==> config.mk <==
export PLATFORM = sky130hd
export DESIGN_NAME = fmds_fault_spi
export DESIGN_NICKNAME = d
export VERILOG_FILES = /design/src/core/fmds_pkg.sv /design/src/core/fmds_fault_spi.sv /design/src/core/fmds_persist.sv
export VERILOG_INCLUDE_DIRS = /design/src /design/src/core
export SDC_FILE = /design/constraint.sdc
export NUM_CORES = 1
export LEC_CHECK = 0
export ABC_AREA = 1
export BUFFER_PORTS_ARGS = -buffer_cell sky130_fd_sc_hd__clkbuf_2
export CAP_MARGIN = 0
export CORE_MARGIN = 2
export CORE_UTILIZATION = 55
export CTS_CLUSTER_DIAMETER = 150
export DETAILED_ROUTE_END_ITERATION = 8
export PLACE_DENSITY = 0.72
export SETUP_SLACK_MARGIN = 0.5
export SLEW_MARGIN = 20
export SYNTH_ARGS = -nofsm -noshare
export SYNTH_HDL_FRONTEND = slang
export SYNTH_SLANG_ARGS = --single-unit
export TNS_END_PERCENT = 1
==> constraint.sdc <==
create_clock -name clk -period 3.7 [get_ports clk]
set_input_delay 0.185 -clock clk [delete_from_list [all_inputs] [get_ports clk]]
set_output_delay 0.185 -clock clk [all_outputs]
set_load 0.01 [all_outputs]
==> src/core/fmds_regs.svh <==
/*
 Constants of the fault monitor with daisy-chain serial port: frame and
 command codes, error bit positions, pin reset levels, timebase counts.
 Assumes a 200 MHz core clock and a 1 ms persistence timebase tick.
*/
`ifndef FMDS_REGS_SVH
`define FMDS_REGS_SVH

`define FMDS_CMD_NOP      3'h0
`define FMDS_CMD_CONFIG   3'h1
`define FMDS_CMD_RD_CFG   3'h4
`define FMDS_CMD_RD_ERR   3'h5

`define FMDS_CMD_BIT      4'h4
`define FMDS_LAST_BIT     4'hf
`define FMDS_NEXT_TOP     4'he
`define FMDS_DATA_TOP     4'h9

`define FMDS_ERR_SHORT    0
`define FMDS_ERR_OPEN     1
`define FMDS_ERR_OTEMP    2
`define FMDS_ERR_BROWN    3
`define FMDS_ERR_INTER    9

`define FMDS_PINS_IDLE    9'h060
`define FMDS_OT_READS     2'h2

`define FMDS_CLK_MHZ      200
`define FMDS_TICK_US      1000
`define FMDS_TICK_CYC     (`FMDS_CLK_MHZ * `FMDS_TICK_US)
`define FMDS_TICK_MS      1
`define FMDS_PERSIST_MS   260
`define FMDS_PERSIST_TICKS (`FMDS_PERSIST_MS / `FMDS_TICK_MS + 1)

`endif

==> src/core/fmds_pkg.sv <==
/*
 Types of the fault monitor: pin bundle, configuration word, port states.
 Assumes nothing beyond the constants header.
*/
package fmds_pkg;

    typedef struct packed {
        logic sclk;
        logic din;
        logic csAN;
        logic csBN;
        logic overCurrent;
        logic nearRail;
        logic overTemp;
        logic brownout;
        logic variantAlt;
    } fmds_pins_t;

    typedef struct packed {
        logic       reserved;
        logic       voltageMode;
        logic [2:0] outputRange;
        logic       otEnable;
        logic [3:0] brownoutSel;
    } fmds_cfg_t;

    typedef enum logic [1:0] {
        SPI_IDLE,
        SPI_SHIFT,
        SPI_DONE
    } fmds_spi_state_t;

endpackage

==> src/core/fmds_fault_spi.sv <==
/*
 Fault supervision and daisy-chain serial slave: qualifies comparator
 faults, keeps the error register and interrupt, decodes 16-bit frames.
 Assumes raw comparator and serial pins asynchronous to clk, and an
 external wire resolving the open-drain fault line and the data out pin.
*/
`timescale 1ns/1ps
`default_nettype none
`include "fmds_regs.svh"

module fmds_fault_spi #(
    parameter int TICK_CYCLES   = `FMDS_TICK_CYC,
    parameter int PERSIST_TICKS = `FMDS_PERSIST_TICKS
) (
    input  wire logic       clk,
    input  wire logic       resetn,
    input  wire logic       sclkPin,
    input  wire logic       dinPin,
    input  wire logic       chipSelectAN,
    input  wire logic       chipSelectBN,
    input  wire logic       overCurrentCmp,
    input  wire logic       nearRailCmp,
    input  wire logic       overTempCmp,
    input  wire logic       brownoutCmp,
    input  wire logic       variantAltPin,
    output var  logic       sdoOut,
    output var  logic       sdoOeN,
    output var  logic       readyN,
    output var  logic       faultOut,
    output var  logic       faultOeN,
    output var  logic       outputEnable,
    output var  logic       voltageMode,
    output var  logic [2:0] outputRange,
    output var  logic [3:0] brownoutSelect
);

    fmds_pkg::fmds_pins_t      pinsRaw;
    fmds_pkg::fmds_pins_t      pinsMeta_r;
    fmds_pkg::fmds_pins_t      pinsSync_r;
    fmds_pkg::fmds_pins_t      pinsPrev_r;
    fmds_pkg::fmds_cfg_t       cfg_r;
    fmds_pkg::fmds_spi_state_t state_r;
    logic [17:0] tickCnt_r;
    logic        tick_r;
    logic        selected;
    logic        sclkFall;
    logic [3:0]  bitCnt_r;
    logic [14:0] rxShift_r;
    logic [2:0]  cmd_r;
    logic [2:0]  cmdNow;
    logic [3:0]  nextIdx;
    logic [15:0] frameWord_r;
    logic [9:0]  rdWord;
    logic        frameDone_r;
    logic        sdoOut_r;
    logic        sdoOeN_r;
    logic        readyN_r;
    logic        faultOeN_r;
    logic        configured_r;
    logic        outputEnable_r;
    logic        errRead;
    logic        errReads_r;
    logic [9:0]  err_r;
    logic [9:0]  err_nxt;
    logic [9:0]  liveVec;
    logic        newSet;
    logic        shortCond;
    logic        openCond;
    logic        shortQ;
    logic        openQ;
    logic        otLock_r;
    logic [1:0]  otReads_r;
    logic        otNow;

    function automatic logic [9:0] readWord(
        input logic [2:0]          cmd,
        input fmds_pkg::fmds_cfg_t cfg,
        input logic [9:0]          err
    );
        case (cmd)
            `FMDS_CMD_RD_CFG: readWord = cfg;
            `FMDS_CMD_RD_ERR: readWord = err;
            default:          readWord = 10'h000;
        endcase
    endfunction

    ////////////////////////////////////////////////////////////////////////
    // Pin synchronisers
    assign pinsRaw = {sclkPin, dinPin, chipSelectAN, chipSelectBN,
                      overCurrentCmp, nearRailCmp, overTempCmp,
                      brownoutCmp, variantAltPin};

    always_ff @(posedge clk or negedge resetn) begin
        if (!resetn) begin
            pinsMeta_r <= `FMDS_PINS_IDLE;
            pinsSync_r <= `FMDS_PINS_IDLE;
            pinsPrev_r <= `FMDS_PINS_IDLE;
        end else begin
            pinsMeta_r <= pinsRaw;
            pinsSync_r <= pinsMeta_r;
            pinsPrev_r <= pinsSync_r;
        end
    end

    assign selected = !pinsSync_r.csAN && !pinsSync_r.csBN;
    assign sclkFall = pinsPrev_r.sclk && !pinsSync_r.sclk;

    ////////////////////////////////////////////////////////////////////////
    // Persistence timebase
    always_ff @(posedge clk or negedge resetn) begin
        if (!resetn) begin
            tickCnt_r <= 18'h00000;
            tick_r    <= 1'b0;
        end else if (tickCnt_r == 18'(TICK_CYCLES - 1)) begin
            tickCnt_r <= 18'h00000;
            tick_r    <= 1'b1;
        end else begin
            tickCnt_r <= tickCnt_r + 18'h00001;
            tick_r    <= 1'b0;
        end
    end

    ////////////////////////////////////////////////////////////////////////
    // Serial frame receiver
    always_ff @(posedge clk or negedge resetn) begin
        if (!resetn) begin
            state_r     <= fmds_pkg::SPI_IDLE;
            bitCnt_r    <= 4'h0;
            rxShift_r   <= 15'h0000;
            cmd_r       <= `FMDS_CMD_NOP;
            frameDone_r <= 1'b0;
            frameWord_r <= 16'h0000;
        end else if (!selected) begin
            state_r     <= fmds_pkg::SPI_IDLE;
            bitCnt_r    <= 4'h0;
            frameDone_r <= 1'b0;
        end else begin
            frameDone_r <= 1'b0;
            case (state_r)
                fmds_pkg::SPI_IDLE: begin
                    state_r  <= fmds_pkg::SPI_SHIFT;
                    bitCnt_r <= 4'h0;
                end
                fmds_pkg::SPI_SHIFT: begin
                    if (sclkFall) begin
                        rxShift_r <= {rxShift_r[13:0], pinsSync_r.din};
                        bitCnt_r  <= bitCnt_r + 4'h1;
                        if (bitCnt_r == `FMDS_CMD_BIT) begin
                            cmd_r <= cmdNow;
                        end
                        if (bitCnt_r == `FMDS_LAST_BIT) begin
                            state_r     <= fmds_pkg::SPI_DONE;
                            frameDone_r <= 1'b1;
                            frameWord_r <= {rxShift_r, pinsSync_r.din};
                        end
                    end
                end
                fmds_pkg::SPI_DONE: begin
                    state_r <= fmds_pkg::SPI_DONE;
                end
                default: begin
                    state_r <= fmds_pkg::SPI_IDLE;
                end
            endcase
        end
    end

    assign cmdNow  = (bitCnt_r == `FMDS_CMD_BIT) ?
                     {rxShift_r[1:0], pinsSync_r.din} : cmd_r;
    assign nextIdx = `FMDS_NEXT_TOP - bitCnt_r;
    assign rdWord  = readWord(cmdNow, cfg_r, err_r);

    ////////////////////////////////////////////////////////////////////////
    // Data out and ready
    always_ff @(posedge clk or negedge resetn) begin
        if (!resetn) begin
            sdoOut_r <= 1'b0;
            sdoOeN_r <= 1'b1;
            readyN_r <= 1'b1;
        end else begin
            sdoOeN_r <= !(selected && state_r != fmds_pkg::SPI_DONE);
            readyN_r <= !(selected && state_r == fmds_pkg::SPI_DONE);
            if (!selected || state_r != fmds_pkg::SPI_SHIFT) begin
                sdoOut_r <= 1'b0;
            end else if (sclkFall) begin
                if (bitCnt_r >= `FMDS_CMD_BIT && bitCnt_r != `FMDS_LAST_BIT
                    && nextIdx <= `FMDS_DATA_TOP) begin
                    sdoOut_r <= rdWord[nextIdx];
                end else begin
                    sdoOut_r <= 1'b0;
                end
            end
        end
    end

    ////////////////////////////////////////////////////////////////////////
    // Configuration and standby
    always_ff @(posedge clk or negedge resetn) begin
        if (!resetn) begin
            cfg_r        <= '0;
            configured_r <= 1'b0;
        end else if (frameDone_r &&
                     frameWord_r[13:11] == `FMDS_CMD_CONFIG) begin
            cfg_r        <= frameWord_r[9:0];
            configured_r <= 1'b1;
        end
    end

    assign otNow = pinsSync_r.overTemp;

    always_ff @(posedge clk or negedge resetn) begin
        if (!resetn) begin
            otLock_r  <= 1'b0;
            otReads_r <= 2'h0;
        end else begin
            if (cfg_r.otEnable && otNow) begin
                otLock_r <= 1'b1;
            end else if (otReads_r == `FMDS_OT_READS) begin
                otLock_r <= 1'b0;
            end
            if (otNow || otReads_r == `FMDS_OT_READS) begin
                otReads_r <= 2'h0;
            end else if (otLock_r && errRead) begin
                otReads_r <= otReads_r + 2'h1;
            end
        end
    end

    always_ff @(posedge clk or negedge resetn) begin
        if (!resetn) begin
            outputEnable_r <= 1'b0;
        end else begin
            outputEnable_r <= configured_r && !otLock_r &&
                              !(cfg_r.otEnable && otNow);
        end
    end

    ////////////////////////////////////////////////////////////////////////
    // Fault qualification
    always_comb begin
        if (pinsSync_r.variantAlt) begin
            shortCond = pinsSync_r.overCurrent && cfg_r.voltageMode;
            openCond  = pinsSync_r.nearRail;
        end else begin
            shortCond = pinsSync_r.overCurrent;
            openCond  = pinsSync_r.nearRail &&
                        !(pinsSync_r.overCurrent && !cfg_r.voltageMode);
        end
    end

    fmds_persist #(
        .PERSIST_TICKS (PERSIST_TICKS)
    ) u_shortPersist (
        .clk    (clk),
        .resetn (resetn),
        .tick   (tick_r),
        .cond   (shortCond),
        .qual   (shortQ)
    );

    fmds_persist #(
        .PERSIST_TICKS (PERSIST_TICKS)
    ) u_openPersist (
        .clk    (clk),
        .resetn (resetn),
        .tick   (tick_r),
        .cond   (openCond),
        .qual   (openQ)
    );

    always_comb begin
        liveVec = 10'h000;
        liveVec[`FMDS_ERR_SHORT] = shortQ &&
                                   (pinsSync_r.variantAlt || !openQ);
        liveVec[`FMDS_ERR_OPEN]  = openQ;
        liveVec[`FMDS_ERR_OTEMP] = otNow;
        liveVec[`FMDS_ERR_BROWN] = pinsSync_r.brownout;
    end

    ////////////////////////////////////////////////////////////////////////
    // Error register, read sequence and interrupt
    assign errRead = frameDone_r &&
                     frameWord_r[13:11] == `FMDS_CMD_RD_ERR;

    always_comb begin
        err_nxt = err_r;
        if (errRead && errReads_r) begin
            err_nxt = 10'h000;
        end
        err_nxt = err_nxt | liveVec;
        if (!errReads_r &&
            ((err_r[`FMDS_ERR_SHORT] && !liveVec[`FMDS_ERR_SHORT]) ||
             (err_r[`FMDS_ERR_OPEN] && !liveVec[`FMDS_ERR_OPEN]))) begin
            err_nxt[`FMDS_ERR_INTER] = 1'b1;
        end
    end

    assign newSet = |(err_nxt & ~err_r);

    always_ff @(posedge clk or negedge resetn) begin
        if (!resetn) begin
            err_r      <= 10'h000;
            errReads_r <= 1'b0;
        end else begin
            err_r <= err_nxt;
            if (newSet) begin
                errReads_r <= 1'b0;
            end else if (errRead) begin
                errReads_r <= !errReads_r;
            end
        end
    end

    always_ff @(posedge clk or negedge resetn) begin
        if (!resetn) begin
            faultOeN_r <= 1'b1;
        end else if (newSet) begin
            faultOeN_r <= 1'b0;
        end else if (errRead && !errReads_r) begin
            faultOeN_r <= 1'b1;
        end
    end

    assign sdoOut         = sdoOut_r;
    assign sdoOeN         = sdoOeN_r;
    assign readyN         = readyN_r;
    assign faultOut       = 1'b0 & faultOeN_r;
    assign faultOeN       = faultOeN_r;
    assign outputEnable   = outputEnable_r;
    assign voltageMode    = cfg_r.voltageMode;
    assign outputRange    = cfg_r.outputRange;
    assign brownoutSelect = cfg_r.brownoutSel;

    ////////////////////////////////////////////////////////////////////////
    // Checks
    a_port_deselect: assert property (@(posedge clk) disable iff (!resetn)
        !selected |=> sdoOeN_r && readyN_r)
        else $error("port active while a select is high");

    a_ready_after: assert property (@(posedge clk) disable iff (!resetn)
        frameDone_r && selected |=> !readyN_r)
        else $error("ready missing after full frame");

    a_irq_set: assert property (@(posedge clk) disable iff (!resetn)
        newSet |=> !faultOeN_r && (err_r & $past(liveVec)) == $past(liveVec))
        else $error("new error did not pull fault line");

    a_first_release: assert property (@(posedge clk) disable iff (!resetn)
        errRead && !errReads_r && !newSet |=> faultOeN_r
        && errReads_r && (err_r & $past(err_r)) == $past(err_r))
        else $error("first read mishandled");

    a_second_clear: assert property (@(posedge clk) disable iff (!resetn)
        errRead && errReads_r |=> err_r == $past(liveVec)
        && !errReads_r)
        else $error("second read did not clear");

    a_inter_source: assert property (@(posedge clk) disable iff (!resetn)
        $rose(err_r[`FMDS_ERR_INTER]) |->
        $past(err_r[`FMDS_ERR_SHORT] || err_r[`FMDS_ERR_OPEN]))
        else $error("intermittent bit from wrong source");

    a_ot_standby: assert property (@(posedge clk) disable iff (!resetn)
        otLock_r |=> !outputEnable_r)
        else $error("output enabled during overtemperature standby");

    a_ot_release: assert property (@(posedge clk) disable iff (!resetn)
        $fell(otLock_r) |-> $past(otReads_r) == `FMDS_OT_READS
        && !otNow)
        else $error("standby left without two reads");

    c_err_read:  cover property (@(posedge clk) disable iff (!resetn)
        errRead ##[1:1000] errRead);
    c_ot_lock:   cover property (@(posedge clk) disable iff (!resetn)
        $fell(otLock_r));
    c_intermit:  cover property (@(posedge clk) disable iff (!resetn)
        $rose(err_r[`FMDS_ERR_INTER]));

endmodule

`default_nettype wire

==> src/core/fmds_persist.sv <==
/*
 Persistence qualifier: a condition must hold over a number of timebase
 ticks before the qualified output rises.
 Assumes a one-cycle tick and a condition on the same clock.
*/
`timescale 1ns/1ps
`default_nettype none

module fmds_persist #(
    parameter int PERSIST_TICKS = 261
) (
    input  wire logic clk,
    input  wire logic resetn,
    input  wire logic tick,
    input  wire logic cond,
    output var  logic qual
);

    logic [8:0] cnt_r;
    logic       qual_r;

    ////////////////////////////////////////////////////////////////////////
    // Tick counter, restarted whenever the condition drops
    always_ff @(posedge clk or negedge resetn) begin
        if (!resetn) begin
            cnt_r <= 9'h000;
        end else if (!cond) begin
            cnt_r <= 9'h000;
        end else if (tick && cnt_r != 9'(PERSIST_TICKS)) begin
            cnt_r <= cnt_r + 9'h001;
        end
    end

    always_ff @(posedge clk or negedge resetn) begin
        if (!resetn) begin
            qual_r <= 1'b0;
        end else begin
            qual_r <= cond && cnt_r == 9'(PERSIST_TICKS);
        end
    end

    assign qual = qual_r;

    ////////////////////////////////////////////////////////////////////////
    // Checks
    a_persist_drop: assert property (@(posedge clk) disable iff (!resetn)
        !cond |=> !qual_r)
        else $error("qualified output survived a dropped condition");

    a_persist_full: assert property (@(posedge clk) disable iff (!resetn)
        $rose(qual_r) |-> $past(cnt_r) == 9'(PERSIST_TICKS))
        else $error("qualified output rose before full persistence");

endmodule

`default_nettype wire

==> results of run 1 <==
## layout by cell type (no fill, tap or decap), types with 5 or more instances in the layout
master | Yosys | layout
sky130_fd_sc_hd__nand4_1 | 9 | 9
sky130_fd_sc_hd__xnor2_1 | 6 | 6
sky130_fd_sc_hd__inv_1 | 94 | 94
sky130_fd_sc_hd__clkbuf_2 | 0 | 22
sky130_fd_sc_hd__nand2_1 | 115 | 115
sky130_fd_sc_hd__nor3_1 | 9 | 9
sky130_fd_sc_hd__dfstp_2 | 7 | 7
sky130_fd_sc_hd__dfrtp_1 | 117 | 117
sky130_fd_sc_hd__nor2_1 | 47 | 47
sky130_fd_sc_hd__o21ai_0 | 59 | 59
sky130_fd_sc_hd__xor2_1 | 11 | 11
sky130_fd_sc_hd__clkbuf_16 | 0 | 16
sky130_fd_sc_hd__inv_2 | 8 | 8
sky130_fd_sc_hd__ha_1 | 14 | 14
sky130_fd_sc_hd__nand3_1 | 54 | 54
sky130_fd_sc_hd__a21oi_1 | 12 | 12
sky130_fd_sc_hd__nor2_2 | 6 | 6
sky130_fd_sc_hd__nand2_2 | 5 | 5
sky130_fd_sc_hd__dlygate4sd3_1 | 0 | 10
## synthesized netlist by cell type (3+ instances only)
| cell | n |
|---|---|
| sky130_fd_sc_hd__ha_1 | 14 |
| sky130_fd_sc_hd__inv_2 | 8 |
| sky130_fd_sc_hd__nor3_1 | 9 |
| sky130_fd_sc_hd__buf_4 | 12 |
| sky130_fd_sc_hd__xor2_1 | 11 |
| sky130_fd_sc_hd__nor2_2 | 6 |
| sky130_fd_sc_hd__o21ai_1 | 3 |
| sky130_fd_sc_hd__nand3_1 | 54 |
| sky130_fd_sc_hd__nand2_1 | 115 |
| sky130_fd_sc_hd__nand2_2 | 5 |
| sky130_fd_sc_hd__xnor2_1 | 6 |
| sky130_fd_sc_hd__nand3_2 | 4 |
| sky130_fd_sc_hd__dfstp_2 | 7 |
| sky130_fd_sc_hd__nand4_1 | 9 |
| sky130_fd_sc_hd__o22ai_1 | 4 |
| sky130_fd_sc_hd__nor2_1 | 47 |
| sky130_fd_sc_hd__clkbuf_1 | 4 |
| sky130_fd_sc_hd__inv_1 | 94 |
| sky130_fd_sc_hd__o21ai_0 | 59 |
| sky130_fd_sc_hd__a21oi_1 | 12 |
| sky130_fd_sc_hd__dfrtp_1 | 117 |
## final cells by class
| cell class | count | area (um2) | share of cell area, % |
|---|---|---|---|
| Inverter | 104 | 395 | 6.05 |
| Clock inverter | 11 | 119 | 1.82 |
| Multi-Input combinational cell | 382 | 2060 | 31.6 |
| Timing Repair Buffer | 35 | 233 | 3.56 |
| Tap cell | 136 | 170 | 2.60 |
| Clock buffer | 21 | 439 | 6.72 |
| Sequential cell | 124 | 3110 | 47.6 |
## metrics by stage
step	setup slack (ps)	instances	hold slack [ps]	utilization [%]
2_1_floorplan	1830	629	-111	-
3_3_place_gp	1570	771	273	57.7
3_5_place_dp	1500	771	277	57.7
4_1_cts	1480	813	287	64.1
5_1_grt	1140	813	276	64.1
6_report	1460	813	302	64.1
## logic make-up after synthesis
family	count (synthesis)
AND/OR/NAND/NOR	265
flip-flops	124
buffers and inverters	123
AO/OA/AOI/OAI	85
XOR/XNOR	17
adder cells (fa/ha/maj)	14
other	1
## layer usage
layer / share of wire, % / vias to the layer above / GRT usage [%]
met1: 46 / 1992 / 27.5
li1: - / 2069 / -
met4: 1.7 / 0 / 8.18
met5: 0 / - / 0
met3: 4.0 / 12 / 5.75
met2: 48 / 74 / 33.4
## critical path: cells and delay by family (launching register included)
kind                       cells  cell delay [ps]
DFF                            1              500
AOI/OAI and AO/OA              1              150
adders and majority gates      1              270
and+or+nand+nor                9             1010
buffers and inverters          1              260
## what timing repair did
action | in CTS | in global routing
hold buffers | 10 | 0
endpoints found under the hold margin | 78 | 0
setup buffers | 0 | 0
## final timing paths
| path | start | to | slack, ps | cells past startpoint |
|---|---|---|---|---|
| setup / recovery | bitCnt_r[0] | sdoOut | 1460 | 12 |
| hold / removal | chipSelectBN | pinsMeta_r[5] | 300 | 2 |
| setup reg to reg | bitCnt_r[0] | sdoOut | 1460 | 12 |
| hold reg to reg | pinsMeta_r[2] | otNow | 350 | 0 |
| max in group asynchronous | resetn | faultOeN | 2410 | 3 |
| min in group asynchronous | resetn | otReads_r[0] | 360 | 2 |
## flip-flops by register name, summed over array words and instances, names as in the netlist, 2 cells and up
signal                cells
cmd_r                     3
rxShift_r                13
tickCnt_r                18
cfg_r                     2
pinsSync_r                7
u_shortPersist.cnt_r      9
state_r                   2
outputRange               3
u_openPersist.cnt_r       9
err_r                    10
pinsMeta_r                9
brownoutSelect            4
otReads_r                 2
frameWord_r              13
bitCnt_r                  4
## report_power, final
group | switching (mW) | internal [mW]
Clock | 0.580 | 0.971
Combinational | 0.0678 | 0.0329
Sequential | 0.0155 | 1.38
==> impl_summary.txt, run 1 <==
----------------------------------------------------
[Setup path]
  Setup crit start kind ... register
  WS Path Type ... reg -> reg
  Most used cell along the critical path ... sky130_fd_sc_hd__nand3_1
  Largest stage delay, worst path ... 500 ps
  Critical path's slowest cell ... sky130_fd_sc_hd__dfrtp_1
  Worst setup EP type ... register
  Worst path arrival time ... approximately 2700 ps
  Sequence of cells on the critical path ... inv_1 > ha_1 > nand2_2 > nor2_2 > nand2_1 > nand2_2 > nand3_1 > nand3_1 > nand3_1 > a21oi_1 > nand3_1 > nand2_1
  Required time at the endpoint of the critical path ... 4150 ps
  Biggest fanout along the worst timing path ... 20

[Clock network]
  Buffers from clock root to sink, at most ... 2
  Clock slew at reported path FFs ... roughly 60 ps
  Worst skew pair latency ... just over 500 ps
  Clk Tree Root Cell ... sky130_fd_sc_hd__clkbuf_8
  Total number of clock tree sinks ... ~120
  PostCTS Resize Cnt ... 0
  TritonCTS clock tree ... built
  CTS Buf Count ... 17
  Total number of H-tree levels ... 4

[Synth]
  Syn_nets ... 654
  Sequential-to-total area share from yosys stat ... 54.6%
  Area share of fa/ha/maj cells after synthesis ... 3.07%
  Number of enable-type register cells in the synthesized netlist ... 0
  Register bit total from synthesis ... 124
  Top-area cell type share of the netlist area ... 51.3%
  Top area cells in the synthesized netlist ... sky130_fd_sc_hd__dfrtp_1 (51%), sky130_fd_sc_hd__nand2_1 (7.6%), sky130_fd_sc_hd__inv_1 (6.2%), sky130_fd_sc_hd__o21ai_0 (5.2%), sky130_fd_sc_hd__nand3_1 (4.7%)
  Async set or reset register ratio after synthesis ... 100%
  Largest area contributor in the netlist ... sky130_fd_sc_hd__dfrtp_1
  Combinational family with the most area after synthesis ... simple AND/OR/NAND/NOR gates
  Post-synth design cell area ... 5700 um2
  Post-synthesis share of cell area spent on and, or, nand and nor gates ... 22.4%
  Mean instance size in the synthesized netlist ... 9.07 um2
  Yosys Warn Count ... 0
  Distinct cells, synth ... between 40 and 50
  Compound-gate portion of the synthesized area ... ~8.0%
  Prevailing post-synth register cell ... sky130_fd_sc_hd__dfrtp_1
  Cell count after synthesis ... roughly 630
  Multiplexer area fraction after synthesis ... 0%
  Xor and xnor fraction of the mapped netlist area ... roughly 2.6%

[Pwr]
  Pwr per Cell Area ... 467 nW/um2
  Max IR drop VDD ... between 300 and 400 uV
  Static leakage ... 3.11 nW
  Power after layout ... just over 3 mW

[Detailed routing]
  Number of nets with antenna violations after detailed routing ... 0
  Post-DR wirelength/cell ... ~13 um
  Post-detailed-route via-to-cell ratio ... 5.10
  Via count ... 4147
  Total iterations of the first detailed-routing run ... 5
  Number of DRC markers after the initial detailed-route iteration ... between 150 and 200
  Remaining routing DRC violations ... 0
  Detailed Route WL ... 10500 um

[Run status]
  Outcome ... complete, no violations

[Die]
  Die Outline Area ... 11200 um2
  Height of the die ... 106 um
  Die width ... 106 um
  Core Rows ... 37
  I/O Pins ... 25
  CORE AREA ... 10200 um2
  Initial Util ... 56.0%

[Finish]
  Design area ... 6530 um2
  Final layout net count ... 689
  Layout cells sized above 1 ... around 15%
  Number of fill cells ... 855
  Relative area change from synthesis to final layout ... 14.5%
  Ant. Diodes ... 0

[Timing]
  Setup_tns ... 0 ps
  Final-report setup violation count ... 0
  Hold Vio Cnt, Final ... 0
  Fmax ... around 450 MHz
  Least-Margin Pin Slew ... 955 ps
  Max-slew headroom at the worst pin ... between 30% and 40%
  Post-route fraction of the period consumed by the critical path ... between 60% and 70%
  Setup repair after global routing missed its margin ... no
  Final-report max-slew violation count ... 0
  Post-route clock skew ... 11.5 ps
  Final critical delay including setup and external delays ... 2240 ps

[Global route]
  Number of global-route vias before repair ... about 4000
  Global-route wire length before repair ... 18500 um
  Largest net degree at the start of global routing ... 78
  Initial antenna violation count ... 0
  Leftover overflow at the end of global routing ... 0
  GRT Overall Usage ... about a fifth

[Placed design]
  Detail Placement HPWL ... 7030 um
  Count of buffers inserted at the top-level ports ... 23
  Global placement routability congestion ... ~0.89
  Post-DP Area ... 5870 um2

[Worst hold path]
  Hold Crit Class ... in -> reg

[Flow run]
  MaxCap Viol Count ... 0

----------------------------------------------------
Power figures use the tool's default switching activity.
==> run 2, diff against run 1 <==
--- a/config.mk
+++ b/config.mk
@@ -6,14 +6,14 @@
 export SDC_FILE = /design/constraint.sdc
 export NUM_CORES = 1
 export LEC_CHECK = 0
-export ABC_AREA = 1
+export ABC_AREA = 0
 export BUFFER_PORTS_ARGS = -buffer_cell sky130_fd_sc_hd__clkbuf_2
 export CAP_MARGIN = 0
 export CORE_MARGIN = 2
 export CORE_UTILIZATION = 55
 export CTS_CLUSTER_DIAMETER = 150
 export DETAILED_ROUTE_END_ITERATION = 8
-export PLACE_DENSITY = 0.72
+export PLACE_DENSITY = 0.75
 export SETUP_SLACK_MARGIN = 0.5
 export SLEW_MARGIN = 20
 export SYNTH_ARGS = -nofsm -noshare
==> constraint.sdc (replaced) <==
create_clock -name clk -period 2.05 [get_ports clk]
set_input_delay 0.1025 -clock clk [delete_from_list [all_inputs] [get_ports clk]]
set_output_delay 0.1025 -clock clk [all_outputs]
set_load 0.01 [all_outputs]
==> run 2 against run 1 <==
Non-clock buffer count is 25 higher. Worst setup slack worse by 1300 ps. Register-to-register slack worse by 1300 ps. Sequential power rose by 79%. Synthesized cell count fell by 21%. Core utilization rose by 4.6 points. Worst hold slack got worse by 120 ps. Routed wire length is 3.0% higher. Largest power group unchanged.
==> impl_summary.txt, run 2 <==
----------------------------------------------------
[Finish]
  Number of fill cells ... 731 (-15%)
  Biggest regs ... tickCnt_r: 18 flops, frameWord_r: 13 flops, rxShift_r: 13 flops
  Ant. Diodes ... 0 (unchanged)
  Post-Route Utilization ... 68.7% (+4.6 points)
  Final layout net count ... 583 (-15%)
  Area occupied by multi-input gates ... 2350 um2 (+14%)
  Register with the highest flop count ... tickCnt_r
  Layout cells sized above 1 ... 25.2% (+10 points)
  Number of flip-flops under the largest register name ... 18 (unchanged)
  Relative area change from synthesis to final layout ... 21.2%
  Design area ... 6750 um2 (+3.3%)
  Footprint of the flip-flops and latches ... 3120 um2 (+0.12%)
  Commonest cells after routing, fill and taps aside ... sky130_fd_sc_hd__dfrtp_1 (114), sky130_fd_sc_hd__nand2_1 (76), sky130_fd_sc_hd__nor2_1 (42)
  Commonest non-fill, non-tap cell in the layout ... sky130_fd_sc_hd__dfrtp_1

[Detailed routing]
  Total iterations of the first detailed-routing run ... 4 (-1)
  Number of nets with antenna violations after detailed routing ... 0 (unchanged)
  Detailed Route WL ... 10800 um (+3.0%)
  Via count ... 3793 (-8.5%)
  Post-DR wirelength/cell ... 15.4 um (+19%)
  Remaining routing DRC violations ... 0 (unchanged)
  Post-detailed-route via-to-cell ratio ... 5.39 (+5.6%)
  Number of DRC markers after the initial detailed-route iteration ... 187 (+9.4%)

[Timing]
  Hold Vio Cnt, Final ... 0 (unchanged)
  Setup_tns ... 0 ps (unchanged)
  Fmax ... 519 MHz (+17%)
  Final worst setup slack ... 124 ps (-1330 ps)
  Final critical delay including setup and external delays ... 1930 ps (-318 ps)
  Post-route fraction of the period consumed by the critical path ... 94.0% (+33 points)
  Setup repair after global routing missed its margin ... yes
  Post-route clock skew ... 5.37 ps (-6.17 ps)
  Final-report max-slew violation count ... 0 (unchanged)
  Final-report setup violation count ... 0 (unchanged)

[Synth]
  Register bit total from synthesis ... 124 (unchanged)
  Top-area cell type share of the netlist area ... 52.6% (+1.3 points)
  Cell count after synthesis ... 498 (-21%)
  Distinct cells, synth ... 57 (+33%)
  Syn_nets ... 523 (-20%)
  Mean instance size in the synthesized netlist ... 11.2 um2 (+23%)
  Async set or reset register ratio after synthesis ... 100% (unchanged)
  Most frequent cell after synthesis ... sky130_fd_sc_hd__dfrtp_1
  Largest area contributor in the netlist ... sky130_fd_sc_hd__dfrtp_1
  Yosys Warn Count ... 0 (unchanged)
  Sequential-to-total area share from yosys stat ... 55.9% (+1.4 points)
  Number of enable-type register cells in the synthesized netlist ... 0 (unchanged)
  Prevailing post-synth register cell ... sky130_fd_sc_hd__dfrtp_1
  Top area cells in the synthesized netlist ... sky130_fd_sc_hd__dfrtp_1 (53%), sky130_fd_sc_hd__nand2_1 (5.1%), sky130_fd_sc_hd__mux2_2 (3.8%), sky130_fd_sc_hd__dfstp_2 (3.3%), sky130_fd_sc_hd__ha_1 (3.1%)
  Post-synth design cell area ... 5570 um2 (-2.4%)
  Most frequent cells after synthesis ... sky130_fd_sc_hd__dfrtp_1 (117), sky130_fd_sc_hd__nand2_1 (76), sky130_fd_sc_hd__nor2_1 (42)

[Clock network]
  Clk Tree Root Cell ... sky130_fd_sc_hd__clkbuf_8
  Clock slew at reported path FFs ... 60 ps (about the same)
  TritonCTS clock tree ... built
  Buffers from clock root to sink, at most ... 2 (unchanged)
  CTS Buf Count ... 17 (unchanged)
  Total number of clock tree sinks ... 124 (unchanged)
  Total number of H-tree levels ... 4 (unchanged)
  Worst skew pair latency ... 520 ps (about the same)

[Setup path]
  Required time at the endpoint of the critical path ... 2450 ps (-1700 ps)
  Setup slack, reg-to-reg ... 120 ps (-1330 ps)
  Worst setup EP type ... register
  Startpoint of the worst-slack reg-to-reg timing path ... bitCnt_r[1]
  RR Endpoint ... sdoOut
  Worst path arrival time ... 2330 ps (-370 ps)
  WS Path Type ... reg -> reg
  Setup crit start kind ... register
  Biggest fanout along the worst timing path ... 7 (-65%)
  R2r worst-path depth ... 8 (-4)

[Global route]
  Number of global-route vias before repair ... 3959 (-2.1%)
  Largest net degree at the start of global routing ... 54 (-31%)
  Global-route wire length before repair ... 18900 um (+1.7%)
  GRT Overall Usage ... 21.9% (+0.87 points)
  Initial antenna violation count ... 0 (unchanged)
  Leftover overflow at the end of global routing ... 0 (unchanged)

[Die]
  Height of the die ... 105 um (-1.2%)
  CORE AREA ... 9820 um2 (-3.6%)
  I/O Pins ... 25 (unchanged)
  Core Rows ... 36 (-2.7%)
  Initial Util ... 56.7% (+0.67 points)
  Die width ... 105 um (-1.2%)
  Die Outline Area ... 10900 um2 (-2.3%)

[Pwr]
  Max IR drop VDD ... 647 uV (+70%)
  Pwr per Cell Area ... 846 nW/um2 (+81%)
  Static leakage ... 3.13 nW (+0.56%)

[Flow run]
  MaxCap Viol Count ... 0 (unchanged)

[Run status]
  Outcome ... complete, no violations

[Placed design]
  Detail Placement HPWL ... 6900 um (-1.8%)
  Count of buffers inserted at the top-level ports ... 23 (unchanged)
  Post-DP Area ... 5840 um2 (-0.53%)
  Worst setup timing slack at the placement stage ... 23.6 ps (-1480 ps)
  Global placement routability congestion ... 0.855 (-4.1%)

[Worst hold path]
  Hold Crit Class ... in -> async

----------------------------------------------------
[run 2: changes by cell type in the layout (fill, tap and decap cells not counted), moves of 12 or more]
| cell | before | now |
|---|---|---|
| sky130_fd_sc_hd__nand2_1 | 115 | 76 |
| sky130_fd_sc_hd__buf_4 | 3 | 25 |
| sky130_fd_sc_hd__mux2_2 | 0 | 19 |
| sky130_fd_sc_hd__o21ai_0 | 59 | 19 |
| sky130_fd_sc_hd__and3_1 | 0 | 12 |
| sky130_fd_sc_hd__nand3_1 | 54 | 10 |
| sky130_fd_sc_hd__inv_1 | 94 | 11 |
[run 2: how the worst max path moves through the flow]
stage / start / endpoint / slack, ps / cells after the start
CTS: bitCnt_r[1] / sdoOut / 170 / 8
global placement: bitCnt_r[1] / sdoOut / 160 / 8
floorplan: state_r[1] / frameWord_r[11] / 240 / 8
global route: bitCnt_r[1] / sdoOut / 30 / 8
detailed placement: bitCnt_r[1] / sdoOut / 20 / 8
finish: bitCnt_r[1] / sdoOut / 120 / 8
[run 2: what timing repair did]
action / in CTS / in global routing
resized for setup: 10 / 6
hold buffers: 11 / 0
endpoints found under the setup margin: 66 / 83
pin swaps: 4 / 6
gates cloned: 0 / 0
endpoints found under the hold margin: 132 / 0
setup buffers: 9 / 4
[run 2: logic make-up (layout without fill, tap and decap cells)]
family	after synthesis	after routing	share of synthesized area, %
AOI/OAI and AO/OA	62	62	7.40
xor gates and xnor gates	29	29	4.56
adders and majority gates	14	14	3.15
buffers and inverters	33	106	3.51
DFF	124	124	55.9
muxes	33	33	7.49
other	1	1	0.0674
and+or+nand+nor	202	202	17.9
[run 2: metrics by stage]
step	hold WS [ps]	instances	power, mW
CTS	148	700	5.76
global route	195	704	5.90
floorplan	-193	498	2.59
detailed placement	-7.74	648	2.67
global placement	-8.94	648	2.67
finish	179	704	5.71
[run 2: final cells by class]
class                   count  area share, %
flip-flops and latches    124           46.2
multi-input cells         341           34.9
repair buffers             60           6.64
clock buffers              18           6.34
clock inverters            14           2.73
well taps                 133           2.47
inverters                  14          0.779
[run 2: power by group]
part / internal, mW / switching (mW) / total (mW)
Clock: 1.91 / 1.15 / 3.06
Sequential: 2.48 / 0.0234 / 2.50
Combinational: 0.0523 / 0.0899 / 0.142
[run 2: worst max-delay path, cell delays in order, from the launching register on]
cell and delay (ps):
sky130_fd_sc_hd__dfrtp_2 440, sky130_fd_sc_hd__inv_2 100, sky130_fd_sc_hd__ha_4 140, sky130_fd_sc_hd__nand3b_4 100, sky130_fd_sc_hd__mux2_4 380, sky130_fd_sc_hd__a221o_1 330, sky130_fd_sc_hd__nand4_1 90, sky130_fd_sc_hd__and3_1 150
sky130_fd_sc_hd__o21ai_1 70
[run 2: per-layer routing]
metal	up-vias	part of all wire [%]	wire length, um	global-route usage, %
li1	1831	-	-	-
met2	58	51	5510	37.0
met5	-	0	0	0
met1	1885	44	4790	27.7
met3	19	3.2	343	5.55
met4	0	1.5	165	7.14
